### config.mk
export PLATFORM = sky130hd
export DESIGN_NAME = ncm_top
export DESIGN_NICKNAME = d
export VERILOG_FILES = /design/src/ncm_pkg.sv /design/src/ncm_disp_if.sv /design/src/ncm_disp.sv /design/src/ncm_top.sv
export SDC_FILE = /design/constraint.sdc
export NUM_CORES = 1
export LEC_CHECK = 0
export BUFFER_PORTS_ARGS = -buffer_cell sky130_fd_sc_hd__clkbuf_2
export CAP_MARGIN = 20
export CELL_PAD_IN_SITES_DETAIL_PLACEMENT = 1
export CELL_PAD_IN_SITES_GLOBAL_PLACEMENT = 1
export CORE_ASPECT_RATIO = 0.9
export CORE_MARGIN = 2
export CORE_UTILIZATION = 25
export CTS_BUF_LIST = sky130_fd_sc_hd__clkbuf_8
export DETAILED_ROUTE_END_ITERATION = 10
export PLACE_DENSITY = 0.49
export RECOVER_POWER = 25
export SYNTH_ARGS = -nofsm -noshare
export SYNTH_HDL_FRONTEND = slang
export SYNTH_SLANG_ARGS = --single-unit
export TNS_END_PERCENT = 1
### constraint.sdc
create_clock -name i_ref_clk -period 2.2 [get_ports i_ref_clk]
set_input_delay 0.44 -clock i_ref_clk [delete_from_list [all_inputs] [get_ports i_ref_clk]]
set_output_delay 0.44 -clock i_ref_clk [all_outputs]
set_load 0.05 [all_outputs]
### src/ncm_pkg.sv
// ==========================================================
// Shared constants for the network cycle configuration block
package ncm_pkg;
    localparam int AW = 8;
    localparam int DW = 16;

    // ======================================================
    // Register offsets (byte addresses)
    localparam logic [7:0] ADDR_CTRL_LOOP = 8'h00;
    localparam logic [7:0] ADDR_COMM_CYCLE = 8'h04;
    localparam logic [7:0] ADDR_UPD_RATIO = 8'h08;
    localparam logic [7:0] ADDR_EXT_FUNC = 8'h0C;
    localparam logic [7:0] ADDR_DISP_SEL = 8'h10;
    localparam logic [7:0] ADDR_CONTROL = 8'h14;
    localparam logic [7:0] ADDR_STATUS = 8'h18;
    localparam logic [7:0] ADDR_ACT_MODE = 8'h1C;

    // ======================================================
    // Setting codes
    localparam logic [15:0] LOOP_SEMI = 16'h0000;
    localparam logic [15:0] LOOP_FULL = 16'h0006;
    localparam logic [15:0] CYC_83US = 16'h0000;
    localparam logic [15:0] CYC_166US = 16'h0001;
    localparam logic [15:0] CYC_500US = 16'h0003;
    localparam logic [15:0] CYC_1MS = 16'h0006;
    localparam logic [15:0] RATIO_ONCE = 16'h0001;
    localparam logic [15:0] RATIO_TWICE = 16'h0002;
    localparam logic [15:0] DISP_SEL_NODE = 16'h0004;

    // ======================================================
    // Field positions
    localparam int EXT_SIZE_BIT = 0;
    localparam int EXT_SYNC_BIT = 1;
    localparam int EXT_SCALE_BIT = 4;
    localparam int CTRL_START_BIT = 0;
    localparam int CTRL_STOP_BIT = 1;
    localparam int STAT_PARAM_ERR = 0;
    localparam int STAT_REFUSED = 1;
    localparam int STAT_RUNNING = 2;

    // ======================================================
    // Reset values
    localparam logic [15:0] RST_LOOP = 16'h0000;
    localparam logic [15:0] RST_CYCLE = 16'h0003;
    localparam logic [15:0] RST_RATIO = 16'h0001;
    localparam logic [15:0] RST_EXT = 16'h0000;
    localparam logic [15:0] RST_DISP_SEL = 16'h0000;

    // ======================================================
    // Timing
    localparam int CLK_KHZ = 200000;
    localparam int ADDR_SHOW_MS = 600;
    localparam int ADDR_SHOW_CYC = ADDR_SHOW_MS * CLK_KHZ;
    localparam int ALARM_ALT_MS = 500;
    localparam int ALARM_ALT_CYC = ALARM_ALT_MS * CLK_KHZ;

    // ======================================================
    // Types
    typedef enum logic [3:0] {
        MODE_NONE = 4'h0,
        MODE_PP = 4'h1,
        MODE_CP = 4'h2,
        MODE_CV = 4'h4,
        MODE_CT = 4'h8
    } ncm_mode_t;

    typedef enum logic [1:0] {
        UPD_BAD = 2'h0,
        UPD_166 = 2'h1,
        UPD_500 = 2'h2,
        UPD_1MS = 2'h3
    } ncm_upd_t;

    typedef enum logic [2:0] {
        ST_IDLE = 3'b001,
        ST_RUN = 3'b010,
        ST_FAULT = 3'b100
    } ncm_state_t;
endpackage

### src/ncm_disp_if.sv
`timescale 1ns/1ps
`default_nettype none
// ==========================================================
// Front panel display signals
interface ncm_disp_if;
    logic [7:0] node_addr;
    logic [15:0] sel;
    logic [7:0] sel_data;
    logic alarm;
    logic [7:0] alarm_main;
    logic [7:0] alarm_sub;
    logic warn;
    logic [7:0] warn_code;
    logic [7:0] digits;
    modport host (output node_addr, sel, sel_data, alarm, alarm_main, alarm_sub, warn,
                  warn_code, input digits);
    modport disp (input node_addr, sel, sel_data, alarm, alarm_main, alarm_sub, warn,
                  warn_code, output digits);
endinterface
`default_nettype wire

### src/ncm_disp.sv
`timescale 1ns/1ps
`default_nettype none
// ==========================================================
// Front panel display sequencer
module ncm_disp #(
    parameter int P_ADDR_CYC = ncm_pkg::ADDR_SHOW_CYC,
    parameter int P_ALT_CYC = ncm_pkg::ALARM_ALT_CYC
) (
    // Clock and reset
    input wire logic i_ref_clk,
    input wire logic i_rstn,
    // Display signals
    ncm_disp_if.disp d
);
    import ncm_pkg::*;

    logic [31:0] boot_cnt;
    logic boot_done;
    logic [31:0] alt_cnt;
    logic alt_sub;

    // Node address is held up for a fixed time after power-up
    always_ff @(posedge i_ref_clk or negedge i_rstn) begin
        if (!i_rstn) begin
            boot_cnt <= 32'h0;
            boot_done <= 1'b0;
        end else if (!boot_done) begin
            if (boot_cnt == 32'(P_ADDR_CYC - 1)) begin
                boot_done <= 1'b1;
            end else begin
                boot_cnt <= boot_cnt + 32'h1;
            end
        end
    end

    // Alarm codes alternate main and sub; restarts on main when alarm clears
    always_ff @(posedge i_ref_clk or negedge i_rstn) begin
        if (!i_rstn) begin
            alt_cnt <= 32'h0;
            alt_sub <= 1'b0;
        end else if (!d.alarm) begin
            alt_cnt <= 32'h0;
            alt_sub <= 1'b0;
        end else if (alt_cnt == 32'(P_ALT_CYC - 1)) begin
            alt_cnt <= 32'h0;
            alt_sub <= !alt_sub;
        end else begin
            alt_cnt <= alt_cnt + 32'h1;
        end
    end

    always_comb begin
        if (d.alarm) begin
            d.digits = alt_sub ? d.alarm_sub : d.alarm_main;
        end else if (d.warn) begin
            d.digits = d.warn_code;
        end else if (!boot_done || d.sel == DISP_SEL_NODE) begin
            d.digits = d.node_addr;
        end else begin
            d.digits = d.sel_data;
        end
    end
endmodule
`default_nettype wire

### src/ncm_top.sv
// The register offsets and the plain strobed port were chosen for this implementation.
`timescale 1ns/1ps
`default_nettype none
// Overview of operation
// - Full-closed loop allows only profile and cyclic position; velocity, torque refused.
// - Loop setting 0 is semi-closed, 6 full-closed, 1 to 5 reserved.
// - Cycle codes 0,1,3,6 mean 0.0833, 0.1666, 0.5, 1.0 ms; others reserved.
// - Shortest cycle disables encoder pulse regeneration output.
// - Update ratio is 1 or 2; 2 only with 0.0833 or 0.5 ms cycles.
// - Extended bit 0 selects 16-byte or 32-byte frame data.
// - Extended bit 1 selects full sync; zero when timing counter unused.
// - Bit 4 enables scale monitoring under semi-closed; always on under full-closed.
// - Semi-closed scale monitoring forbids cycles of 0.1666 ms or shorter.
// - At 0.5 and 1.0 ms, position modes both loops, velocity and torque semi only.
// - 16-byte fast cycles: cyclic modes semi-closed only, profile position unsupported.
// - 32-byte: nothing at 0.0833 ms; 0.1666 ms only profile at 0.5 ms update (the code accepts no mode at 0.1666 ms).
// - Unsupported cycle and ratio pair raises the parameter combination error.
// - Controller switches modes by command code; device follows valid codes.
// - Display shows node address at power-up, then selected content.
// - Alarm alternates main and sub codes; warning shows warning code.
// - Cyclic position travel is position change across each command update cycle.
module ncm_top #(
    parameter int P_ADDR_CYC = ncm_pkg::ADDR_SHOW_CYC,
    parameter int P_ALT_CYC = ncm_pkg::ALARM_ALT_CYC
) (
    // Clock and reset
    input wire logic i_ref_clk,
    input wire logic i_rstn,
    // Register port
    input wire logic [ncm_pkg::AW-1:0] i_addr,
    input wire logic [ncm_pkg::DW-1:0] i_wdata,
    input wire logic i_wr,
    input wire logic i_rd,
    output logic [ncm_pkg::DW-1:0] o_rdata,
    // Link side
    input wire logic i_comm_tick,
    input wire logic i_cmd_valid,
    input wire logic [1:0] i_cmd_code,
    input wire logic [31:0] i_cmd_pos,
    input wire logic i_timing_cnt_used,
    // Panel and status sources
    input wire logic [7:0] i_node_sw,
    input wire logic [7:0] i_sel_data,
    input wire logic i_alarm,
    input wire logic [7:0] i_alarm_main,
    input wire logic [7:0] i_alarm_sub,
    input wire logic i_warn,
    input wire logic [7:0] i_warn_code,
    // Outputs
    output ncm_pkg::ncm_mode_t o_active_mode,
    output logic o_param_err,
    output logic o_running,
    output logic o_pulse_regen_en,
    output logic o_ext_scale_mon,
    output logic o_frame_32byte,
    output logic o_full_sync,
    output logic [31:0] o_travel_cmd,
    output logic o_travel_valid,
    output logic [7:0] o_disp_code
);
    import ncm_pkg::*;

    // ======================================================
    // Decode helpers
    function automatic ncm_upd_t upd_class(input logic [15:0] cyc, input logic [15:0] ratio);
        if (cyc == CYC_83US && ratio == RATIO_TWICE) begin
            upd_class = UPD_166;
        end else if (cyc == CYC_166US && ratio == RATIO_ONCE) begin
            upd_class = UPD_166;
        end else if (cyc == CYC_500US && ratio == RATIO_ONCE) begin
            upd_class = UPD_500;
        end else if (cyc == CYC_500US && ratio == RATIO_TWICE) begin
            upd_class = UPD_1MS;
        end else if (cyc == CYC_1MS && ratio == RATIO_ONCE) begin
            upd_class = UPD_1MS;
        end else begin
            upd_class = UPD_BAD;
        end
    endfunction

    function automatic ncm_mode_t cmd_to_mode(input logic [1:0] code);
        unique case (code)
            2'h0: cmd_to_mode = MODE_PP;
            2'h1: cmd_to_mode = MODE_CP;
            2'h2: cmd_to_mode = MODE_CV;
            2'h3: cmd_to_mode = MODE_CT;
        endcase
    endfunction

    function automatic logic mode_ok(input ncm_mode_t m, input logic [15:0] loop,
                                     input logic [15:0] cyc, input logic [15:0] ratio,
                                     input logic [15:0] ext);
        logic semi;
        logic full;
        logic fast;
        ncm_upd_t u;
        semi = (loop == LOOP_SEMI);
        full = (loop == LOOP_FULL);
        fast = (cyc == CYC_83US) || (cyc == CYC_166US);
        u = upd_class(cyc, ratio);
        if (m == MODE_NONE || u == UPD_BAD || !(semi || full)) begin
            mode_ok = 1'b0;
        end else if (full && (m == MODE_CV || m == MODE_CT)) begin
            mode_ok = 1'b0;
        end else if (semi && ext[EXT_SCALE_BIT] && fast) begin
            mode_ok = 1'b0;
        end else if (fast && !ext[EXT_SIZE_BIT]) begin
            mode_ok = semi && u == UPD_166 && m != MODE_PP;
        end else if (fast) begin
            mode_ok = cyc == CYC_166US && u == UPD_500 && m == MODE_PP;
        end else begin
            mode_ok = (m == MODE_PP) || (m == MODE_CP) || semi;
        end
    endfunction

    // ======================================================
    // Registers
    logic [15:0] cfg_loop;
    logic [15:0] cfg_cycle;
    logic [15:0] cfg_ratio;
    logic [15:0] cfg_ext;
    logic [15:0] disp_sel;
    logic [15:0] act_loop;
    logic [15:0] act_cycle;
    logic [15:0] act_ratio;
    logic [15:0] act_ext;
    logic param_err;
    logic refused;
    ncm_state_t state;
    logic wr_ctrl;
    logic start_req;
    logic stop_req;
    logic clr_param;
    logic clr_refused;
    logic cmd_take;
    logic cmd_good;
    ncm_mode_t cmd_mode;

    assign wr_ctrl = i_wr && i_addr == ADDR_CONTROL;
    assign start_req = wr_ctrl && i_wdata[CTRL_START_BIT];
    assign stop_req = wr_ctrl && i_wdata[CTRL_STOP_BIT];
    assign clr_param = i_wr && i_addr == ADDR_STATUS && i_wdata[STAT_PARAM_ERR];
    assign clr_refused = i_wr && i_addr == ADDR_STATUS && i_wdata[STAT_REFUSED];
    assign cmd_mode = cmd_to_mode(i_cmd_code);
    assign cmd_take = state == ST_RUN && i_cmd_valid;
    assign cmd_good = mode_ok(cmd_mode, act_loop, act_cycle, act_ratio, act_ext);

    // Bits 2 and 3 of the extended setting are stored as written
    always_ff @(posedge i_ref_clk or negedge i_rstn) begin
        if (!i_rstn) begin
            cfg_loop <= RST_LOOP;
            cfg_cycle <= RST_CYCLE;
            cfg_ratio <= RST_RATIO;
            cfg_ext <= RST_EXT;
            disp_sel <= RST_DISP_SEL;
        end else if (i_wr) begin
            if (i_addr == ADDR_CTRL_LOOP) begin
                cfg_loop <= i_wdata;
            end
            if (i_addr == ADDR_COMM_CYCLE) begin
                cfg_cycle <= i_wdata;
            end
            if (i_addr == ADDR_UPD_RATIO) begin
                cfg_ratio <= i_wdata;
            end
            if (i_addr == ADDR_EXT_FUNC) begin
                cfg_ext <= i_wdata;
            end
            if (i_addr == ADDR_DISP_SEL) begin
                disp_sel <= i_wdata;
            end
        end
    end

    // ======================================================
    // Configuration state: settings frozen while running
    always_ff @(posedge i_ref_clk or negedge i_rstn) begin
        if (!i_rstn) begin
            state <= ST_IDLE;
            act_loop <= RST_LOOP;
            act_cycle <= RST_CYCLE;
            act_ratio <= RST_RATIO;
            act_ext <= RST_EXT;
        end else begin
            unique case (state)
                ST_IDLE: begin
                    if (start_req) begin
                        act_loop <= cfg_loop;
                        act_cycle <= cfg_cycle;
                        act_ratio <= cfg_ratio;
                        act_ext <= cfg_ext;
                        if (upd_class(cfg_cycle, cfg_ratio) == UPD_BAD) begin
                            state <= ST_FAULT;
                        end else begin
                            state <= ST_RUN;
                        end
                    end
                end
                ST_RUN, ST_FAULT: begin
                    if (stop_req) begin
                        state <= ST_IDLE;
                    end
                end
            endcase
        end
    end

    // Sticky flags: a new event in the clearing cycle wins
    always_ff @(posedge i_ref_clk or negedge i_rstn) begin
        if (!i_rstn) begin
            param_err <= 1'b0;
        end else if (state == ST_IDLE && start_req &&
                     upd_class(cfg_cycle, cfg_ratio) == UPD_BAD) begin
            param_err <= 1'b1;
        end else if (clr_param) begin
            param_err <= 1'b0;
        end
    end

    always_ff @(posedge i_ref_clk or negedge i_rstn) begin
        if (!i_rstn) begin
            refused <= 1'b0;
        end else if (cmd_take && !cmd_good) begin
            refused <= 1'b1;
        end else if (clr_refused) begin
            refused <= 1'b0;
        end
    end

    // ======================================================
    // Operation mode follows the controller's command code
    always_ff @(posedge i_ref_clk or negedge i_rstn) begin
        if (!i_rstn) begin
            o_active_mode <= MODE_NONE;
        end else if (state != ST_RUN) begin
            o_active_mode <= MODE_NONE;
        end else if (cmd_take && cmd_good) begin
            o_active_mode <= cmd_mode;
        end
    end

    // ======================================================
    // Cyclic position travel per command update cycle
    logic [1:0] upd_cnt;
    logic [31:0] last_pos;
    logic upd_edge;
    assign upd_edge = (2'(upd_cnt + 2'h1) == act_ratio[1:0]);

    always_ff @(posedge i_ref_clk or negedge i_rstn) begin
        if (!i_rstn) begin
            upd_cnt <= 2'h0;
            last_pos <= 32'h0;
            o_travel_cmd <= 32'h0;
            o_travel_valid <= 1'b0;
        end else begin
            o_travel_valid <= 1'b0;
            if (state != ST_RUN || o_active_mode != MODE_CP) begin
                upd_cnt <= 2'h0;
                if (i_comm_tick) begin
                    last_pos <= i_cmd_pos;
                end
            end else if (i_comm_tick) begin
                if (upd_edge) begin
                    upd_cnt <= 2'h0;
                    last_pos <= i_cmd_pos;
                    o_travel_cmd <= i_cmd_pos - last_pos;
                    o_travel_valid <= 1'b1;
                end else begin
                    upd_cnt <= 2'(upd_cnt + 2'h1);
                end
            end
        end
    end

    // ======================================================
    // Function outputs
    always_ff @(posedge i_ref_clk or negedge i_rstn) begin
        if (!i_rstn) begin
            o_param_err <= 1'b0;
            o_running <= 1'b0;
            o_pulse_regen_en <= 1'b0;
            o_ext_scale_mon <= 1'b0;
            o_frame_32byte <= 1'b0;
            o_full_sync <= 1'b0;
        end else begin
            o_param_err <= param_err;
            o_running <= state == ST_RUN;
            o_pulse_regen_en <= state == ST_RUN && act_cycle != CYC_83US;
            o_ext_scale_mon <= state == ST_RUN &&
                (act_loop == LOOP_FULL || act_ext[EXT_SCALE_BIT]);
            o_frame_32byte <= state == ST_RUN && act_ext[EXT_SIZE_BIT];
            // Sync bit is ignored without a timing counter
            o_full_sync <= state == ST_RUN && act_ext[EXT_SYNC_BIT] &&
                i_timing_cnt_used;
        end
    end

    // ======================================================
    // Read data, one cycle after the strobe; unmapped reads zero
    always_ff @(posedge i_ref_clk or negedge i_rstn) begin
        if (!i_rstn) begin
            o_rdata <= 16'h0000;
        end else if (i_rd) begin
            unique case (i_addr)
                ADDR_CTRL_LOOP: o_rdata <= cfg_loop;
                ADDR_COMM_CYCLE: o_rdata <= cfg_cycle;
                ADDR_UPD_RATIO: o_rdata <= cfg_ratio;
                ADDR_EXT_FUNC: o_rdata <= cfg_ext;
                ADDR_DISP_SEL: o_rdata <= disp_sel;
                ADDR_STATUS: o_rdata <= {13'h0000, state == ST_RUN, refused, param_err};
                ADDR_ACT_MODE: o_rdata <= {12'h000, o_active_mode};
                default: o_rdata <= 16'h0000;
            endcase
        end else begin
            o_rdata <= 16'h0000;
        end
    end

    // ======================================================
    // Front panel
    logic [7:0] node_addr;
    logic node_cap;
    ncm_disp_if disp_bus ();

    // Switch is read once after reset; later changes are ignored
    always_ff @(posedge i_ref_clk or negedge i_rstn) begin
        if (!i_rstn) begin
            node_addr <= 8'h00;
            node_cap <= 1'b0;
        end else if (!node_cap) begin
            node_addr <= i_node_sw;
            node_cap <= 1'b1;
        end
    end

    assign disp_bus.node_addr = node_addr;
    assign disp_bus.sel = disp_sel;
    assign disp_bus.sel_data = i_sel_data;
    assign disp_bus.alarm = i_alarm;
    assign disp_bus.alarm_main = i_alarm_main;
    assign disp_bus.alarm_sub = i_alarm_sub;
    assign disp_bus.warn = i_warn;
    assign disp_bus.warn_code = i_warn_code;

    ncm_disp #(.P_ADDR_CYC(P_ADDR_CYC), .P_ALT_CYC(P_ALT_CYC)) u_disp (
        .i_ref_clk(i_ref_clk),
        .i_rstn(i_rstn),
        .d(disp_bus.disp)
    );

    always_ff @(posedge i_ref_clk or negedge i_rstn) begin
        if (!i_rstn) begin
            o_disp_code <= 8'h00;
        end else begin
            o_disp_code <= disp_bus.digits;
        end
    end
endmodule
`default_nettype wire

==> results of run 1 <==
-- metrics by stage --
step                      setup WS (ps)  TNS, ps   util
after floorplan                    -189    -1560      -
after global placement             -561   -10490  0.306
after detailed placement           -601   -11800  0.306
after CTS                          -334    -3370  0.338
after global routing               -472   -20590  0.340
final                              -292    -2930  0.340
-- metal layers --
| layer | GRT usage | vias to the layer above | part of all wire |
|---|---|---|---|
| met5 | 0 | - | 0 |
| met4 | 0.0460 | 0 | 0.021 |
| met3 | 0.0300 | 59 | 0.045 |
| met2 | 0.235 | 209 | 0.45 |
| met1 | 0.205 | 5928 | 0.48 |
| li1 | - | 5554 | - |
-- area by class of cell --
type	count	area (µm²)	area share
clock inverter	34	280	0.0138
inverter	52	195	0.00962
sequential	312	7820	0.385
tap	783	980	0.0483
multi-input combinational	928	7290	0.359
clock buffer	80	1100	0.0543
timing repair buffer	374	2620	0.129
-- report_power, final --
part | switching, µW | leakage, µW | internal, µW
combinational | 1030 | 0.00472 | 960
sequential | 126 | 0.00419 | 5910
clock | 2690 | 0.000789 | 3830
-- timing repair --
action,CTS,global route
hold buffers,30,0
endpoints found under the setup margin,58,50
hold endpoints to repair,67,0
gates resized for setup,47,26
buffers inserted,3,0
pin swaps,23,16
-- tightest hold or removal path: stages --
cell      delay, ps
clkbuf_2         70
a211oi_1         60
a21oi_1         100
-- registers in the layout (all words and copies together), names as in the netlist, 32 cells and up --
register         flops
last_pos            32
o_travel_cmd        32
u_disp.alt_cnt      32
u_disp.boot_cnt     32
-- Yosys cell counts (all sizes together), types with 3 or more instances --
master    n
a211oi   12
a21o     12
a21oi    65
a222oi   12
a22oi     5
a311oi    3
a31oi     5
and2      7
and3     26
and4      4
buf      14
clkbuf   33
dfrtp   305
dfstp     7
ha       33
inv      52
mux2    184
mux2i    25
nand2   112
nand2b   12
nand3    36
nand3b    3
nand4    20
nor2     96
nor2b     6
nor3     21
nor3b     6
nor4     25
nor4b     7
o211ai    4
o21a      6
o21ai    56
o31ai     5
or3      12
xnor2    43
xor2     41
-- path summary, 6_finish.rpt --
path | slack (ps) | cells past startpoint | from | to
worst max-delay path | -290 | 12 | last_pos[13]$_DFFE_PN0P_ | o_travel_cmd[30]$_DFFE_PN0P_
worst min-delay path | 90 | 3 | i_warn_code[7] | o_disp_code[7]$_DFF_PN0_
worst max register to register | -290 | 12 | last_pos[13]$_DFFE_PN0P_ | o_travel_cmd[30]$_DFFE_PN0P_
worst min register to register | 410 | 0 | param_err$_DFFE_PN0P_ | o_param_err$_DFF_PN0_
max in group asynchronous | 50 | 4 | i_rstn | o_rdata[15]$_DFF_PN0_
min in group asynchronous | 650 | 2 | i_rstn | last_pos[9]$_DFFE_PN0P_
-- logic make-up after synthesis --
group                    after synthesis  share of synthesized area
AND/OR/NAND/NOR                      398                      0.133
XOR/XNOR                              84                     0.0489
AO/OA/AOI/OAI                        202                     0.0881
adder cells (fa/ha/maj)               34                     0.0288
flip-flops                           312                      0.520
other                                  1                   0.000249
multiplexers                         209                      0.154
buffers and inverters                 99                     0.0262
==> impl_metrics.ini, run 1 <==
[final_layout]
finish.instance_area_um2 = 20300
insertedDiodeCount = 0
final.fill_count = 6653
post_route_cells_drive_above_1_share = 0.401
final-instance-count-excl-fill = 2563
flow.area_growth_from_synthesis_pct = 35.0
layout_commonest_cell = dfrtp_1
final_cell_mix = dfrtp_1 (305), mux2_2 (183), clkbuf_2 (173)
fin_nets = 1870

[setup_path]
setup.worst_path.end_class = register
worst_path_largest_cell_delay_ps = 340
critPathLaunchType = register
crit_slowest_cell = dfrtp_1
cp_top_delay_family = compound AO/OA/AOI/OAI gates
setup.worst_path.class = reg2reg
critical_path_required_ps = 2720
worst-path-buf-inv = 2
cp.arrival_ps = 3010
timing.critical_path.cells = inv_1 -> ha_1 -> a21oi_2 -> nor2_1 -> a32oi_1 -> nand3_2 -> o221ai_4 -> buf_6 -> o21ai_4 -> a311oi_2 -> xor2_1 -> o21ai_1
cp_max_fo = 4

[grt]
first_pass_grt_wire_length_um = 73600
grt_pass1_vias = 12953
grt_start_max_net_pins = 68
overflow = 0
number_of_antenna_violations_at_the_first_check_in_global_routing = 0
groute.usage.overall = 0.149

[timing]
final-hold-violation-count = 0
timing.clock.skew_ps = 33.3
final_period_minus_worst_setup_slack_ps = 2490
fin_hold_ws_ps = 86.2
achievable-frequency_mhz = 401
setup-violations-final = 16
layout_setup_ws_ps = -292
slew-limit-headroom = 0.0729
timing.final.crit_share = 1.13
timing_max_transition_violations_final = 0
rsz0062_at_grt = yes
worst_pin_slew_ps = 1390

[die]
chipWidth_um = 262
core.rowCount = 85
die_area_um2 = 62100
core_area_um2 = 59700
start_util = 0.252
fp.dieH_um = 237
io_pins = 174

[detailed_routing]
routed_wire_length_per_instance_um = 17.8
initialDrtViolationCount = 486
detail-route-antenna-nets = 0
drc = 0
avgViaCountPerCell = 4.58
drt-pass1-iter-count = 7
dr_total_vias = 11750
total_wirelength_of_the_detailed_routed_design_um = 45600

[outcome]
violations = negative setup slack
outcome = finished, violations left

[synth]
synthTopCellsByArea = dfrtp_1 (51%), mux2_2 (14%), nand2_1 (2.8%)
synth.avg_cell_area_um2 = 11.2
number_of_register_bits_inferred_by_synthesis = 312
synth.cell_area_um2 = 15000
synth_cell_type_count = 74
synth-warning-count = 0
synthesis.nets = 1480
async_flop_share = 1.00
ys_seq_area_frac = 0.520
synthFlopType = dfrtp_1
synthDominantAreaCellType = dfrtp_1
yosys.area.top_type_share = 0.508
netlist_instances = 1339
synth_enable_flop_cells = 0

[pwr]
peakVddDrop_mv = 0.435
p_total_uw = 14600
p_leak_uw = 0.00970
power.density_cell_area_nw_per_um2 = 717

[run]
maxCapViolations = 0

[placement]
dp_hpwl_um = 33000
place.gp.congestion = 0.767
cell_area_reported_after_detailed_placement_um2 = 18300
placed_cells = 2416
io_buffers = 173

[clocking]
tritoncts_num_sinks = 312
cts_tree = yes
cts_htree_levels = 2
clk_pin_slew_ps = 60
cts_buffer_depth = 3
cts_buffers = 61
insertion_delay_to_the_later_sink_of_the_worst_skew_pair_ps = 660
cts_root_buffer = clkbuf_8

[worst_hold_path]
min_delay_path_class = in2reg
No activity file was read; power rests on OpenSTA's default activity.
==> run 2, diff against run 1 <==
Settings changed: ABC_AREA set to 1, PLACE_DENSITY 0.49 to 0.51.
==> impl_metrics.ini, run 2 <==
[clocking]
cts_buffers = 60
cts_buffer_depth = 3
insertion_delay_to_the_later_sink_of_the_worst_skew_pair_ps = 680
cts_htree_levels = 2
clk_pin_slew_ps = 70
number_of_setup_buffers_added_after_cts = 0
tritoncts_num_sinks = 312
cts_root_buffer = clkbuf_8
cts_tree = yes

[setup_path]
setup.worst_path.class = reg2reg
cp.arrival_ps = 2640
worst_r2r_endpoint = o_travel_cmd[26]$_DFFE_PN0P_
reg2regPathDepth = 13
cp_max_fo = 4
setup.worst_path.end_class = register
reg2reg_from = last_pos[0]$_DFFE_PN0P_
critPathLaunchType = register
critical_path_required_ps = 2760
r2r_slack_ps = 120

[timing]
fin_hold_ws_ps = 68.8
final_period_minus_worst_setup_slack_ps = 2080
timing.clock.skew_ps = 29.7
worst_pin_slew_ps = 1390
final-hold-violation-count = 0
rsz0062_at_grt = yes
layout_setup_ws_ps = 115
achievable-frequency_mhz = 480
setup_total_negative_slack_ps = 0
slew-limit-headroom = 0.0747
timing.final.crit_share = 0.948
setup-violations-final = 0
timing_max_transition_violations_final = 0

[detailed_routing]
avgViaCountPerCell = 4.60
initialDrtViolationCount = 601
drc = 0
dr_total_vias = 15456
detail-route-antenna-nets = 0
routed_wire_length_per_instance_um = 18.0
total_wirelength_of_the_detailed_routed_design_um = 60400
drt-pass1-iter-count = 4

[synth]
yosys.area.top_type_share = 0.465
synthTopCellsByArea = dfrtp_1 (47%), nand2_1 (13%), o21ai_0 (5.8%)
synth_cell_type_count = 54
synth-warning-count = 0
netlist_instances = 2096
synth.avg_cell_area_um2 = 7.83
most_frequent_cells_after_synthesis = nand2_1 (549), dfrtp_1 (305), inv_1 (229), nor2_1 (211), o21ai_0 (189)
async_flop_share = 1.00
synthesis.nets = 2237
yosysMostFrequentCell = nand2_1
synthFlopType = dfrtp_1
synth_enable_flop_cells = 0
number_of_register_bits_inferred_by_synthesis = 312
synthDominantAreaCellType = dfrtp_1
synth.cell_area_um2 = 16400
ys_seq_area_frac = 0.477

[die]
chipWidth_um = 274
fp.dieH_um = 247
start_util = 0.251
io_pins = 174
core_area_um2 = 65300
die_area_um2 = 67700
core.rowCount = 89

[placement]
post-place-ws_ps = -231
io_buffers = 173
dp_hpwl_um = 46300
place.gp.congestion = 0.849

[run]
maxCapViolations = 0

[grt]
groute.usage.overall = 0.180
overflow = 0
grt_pass1_vias = 16578
number_of_antenna_violations_at_the_first_check_in_global_routing = 2
grt_start_max_net_pins = 89
first_pass_grt_wire_length_um = 94800

[worst_hold_path]
min_delay_path_class = in2reg
min_delay_worst_endpoint = last_pos[2]$_DFFE_PN0P_
number_of_instances_on_the_worst_hold_path = 3
worst_hold_startpoint = i_cmd_pos[2]

[pwr]
peakVddDrop_mv = 0.410
p_leak_uw = 0.0101
power.density_cell_area_nw_per_um2 = 672
p_total_uw = 14000

[final_layout]
post_route_cells_drive_above_1_share = 0.190
final_cell_mix = nand2_1 (543), dfrtp_1 (305), inv_1 (253)
layout_commonest_cell = nand2_1
flow.area_growth_from_synthesis_pct = 27.4
insertedDiodeCount = 0
final_util = 0.320
fin_nets = 2591

[outcome]
outcome = completed
run 2: kinds of logic (layout without fill, tap and decap cells):
group / after synthesis / in the layout / share of synthesized area
muxes: 13 / 13 / 0.00892
DFF: 312 / 312 / 0.477
and+or+nand+nor: 1005 / 1005 / 0.263
xor gates and xnor gates: 59 / 59 / 0.0315
other: 1 / 1 / 0.000229
adders and majority gates: 34 / 34 / 0.0264
buffers and inverters: 295 / 698 / 0.0726
AOI/OAI and AO/OA: 377 / 377 / 0.121
run 2: critical path, stage by stage, from the launching register on:
cell	delay, ps
dfrtp_1	370
ha_1	210
fa_2	360
o21ai_1	140
buf_4	170
nand2_1	90
nand2_2	110
nand2_1	70
nand2_1	100
nand2_1	100
nand3_1	80
nand2_1	50
nand3_1	70
nand2_1	50
run 2: per-layer routing:
layer	routed length, µm	vias to the layer above	GRT usage
met3	2160	83	0.0254
met5	10	-	0
met1	29300	7543	0.247
met2	27500	268	0.292
li1	-	7560	-
met4	1430	2	0.0529
run 2: worst max-delay path by stage:
stage | startpoint | to | slack (ps) | depth (start not counted)
CTS | last_pos[0]$_DFFE_PN0P_ | o_travel_cmd[14]$_DFFE_PN0P_ | 2 | 12
global placement | i_cmd_pos[0] | o_travel_cmd[14]$_DFFE_PN0P_ | -210 | 14
detailed placement | i_cmd_pos[0] | o_travel_cmd[14]$_DFFE_PN0P_ | -230 | 14
global route | last_pos[0]$_DFFE_PN0P_ | o_travel_cmd[10]$_DFFE_PN0P_ | -40 | 12
finish | last_pos[0]$_DFFE_PN0P_ | o_travel_cmd[26]$_DFFE_PN0P_ | 120 | 13
floorplan | i_cmd_pos[0] | o_travel_cmd[30]$_DFFE_PN0P_ | 30 | 13
run 2: layout make-up:
| type | instances | area, µm² |
|---|---|---|
| Tap cell | 864 | 1080 |
| Clock inverter | 39 | 233 |
| Clock buffer | 72 | 991 |
| Timing Repair Buffer | 348 | 2420 |
| Inverter | 239 | 900 |
| Sequential cell | 312 | 7820 |
| Fill cell | 8005 | 44400 |
| Multi-Input combinational cell | 1489 | 7450 |
run 2: report_power, final:
part | internal, µW | switching (µW)
Combinational | 772 | 1270
Sequential | 5930 | 113
Clock | 3210 | 2750
Total | 9910 | 4140
run 2: what timing repair did:
action / CTS / global route
hold endpoints to repair: 300 / 0
setup endpoints to repair: 1 / 21
hold buffers: 31 / 0
gates resized for setup: 1 / 23
run 2: through the flow:
step	cells	cell area, µm²
2_1_floorplan	2096	16400
3_3_place_gp	3221	19300
3_5_place_dp	3221	19300
4_1_cts	3363	20900
5_1_grt	3363	20900
6_report	3363	20900
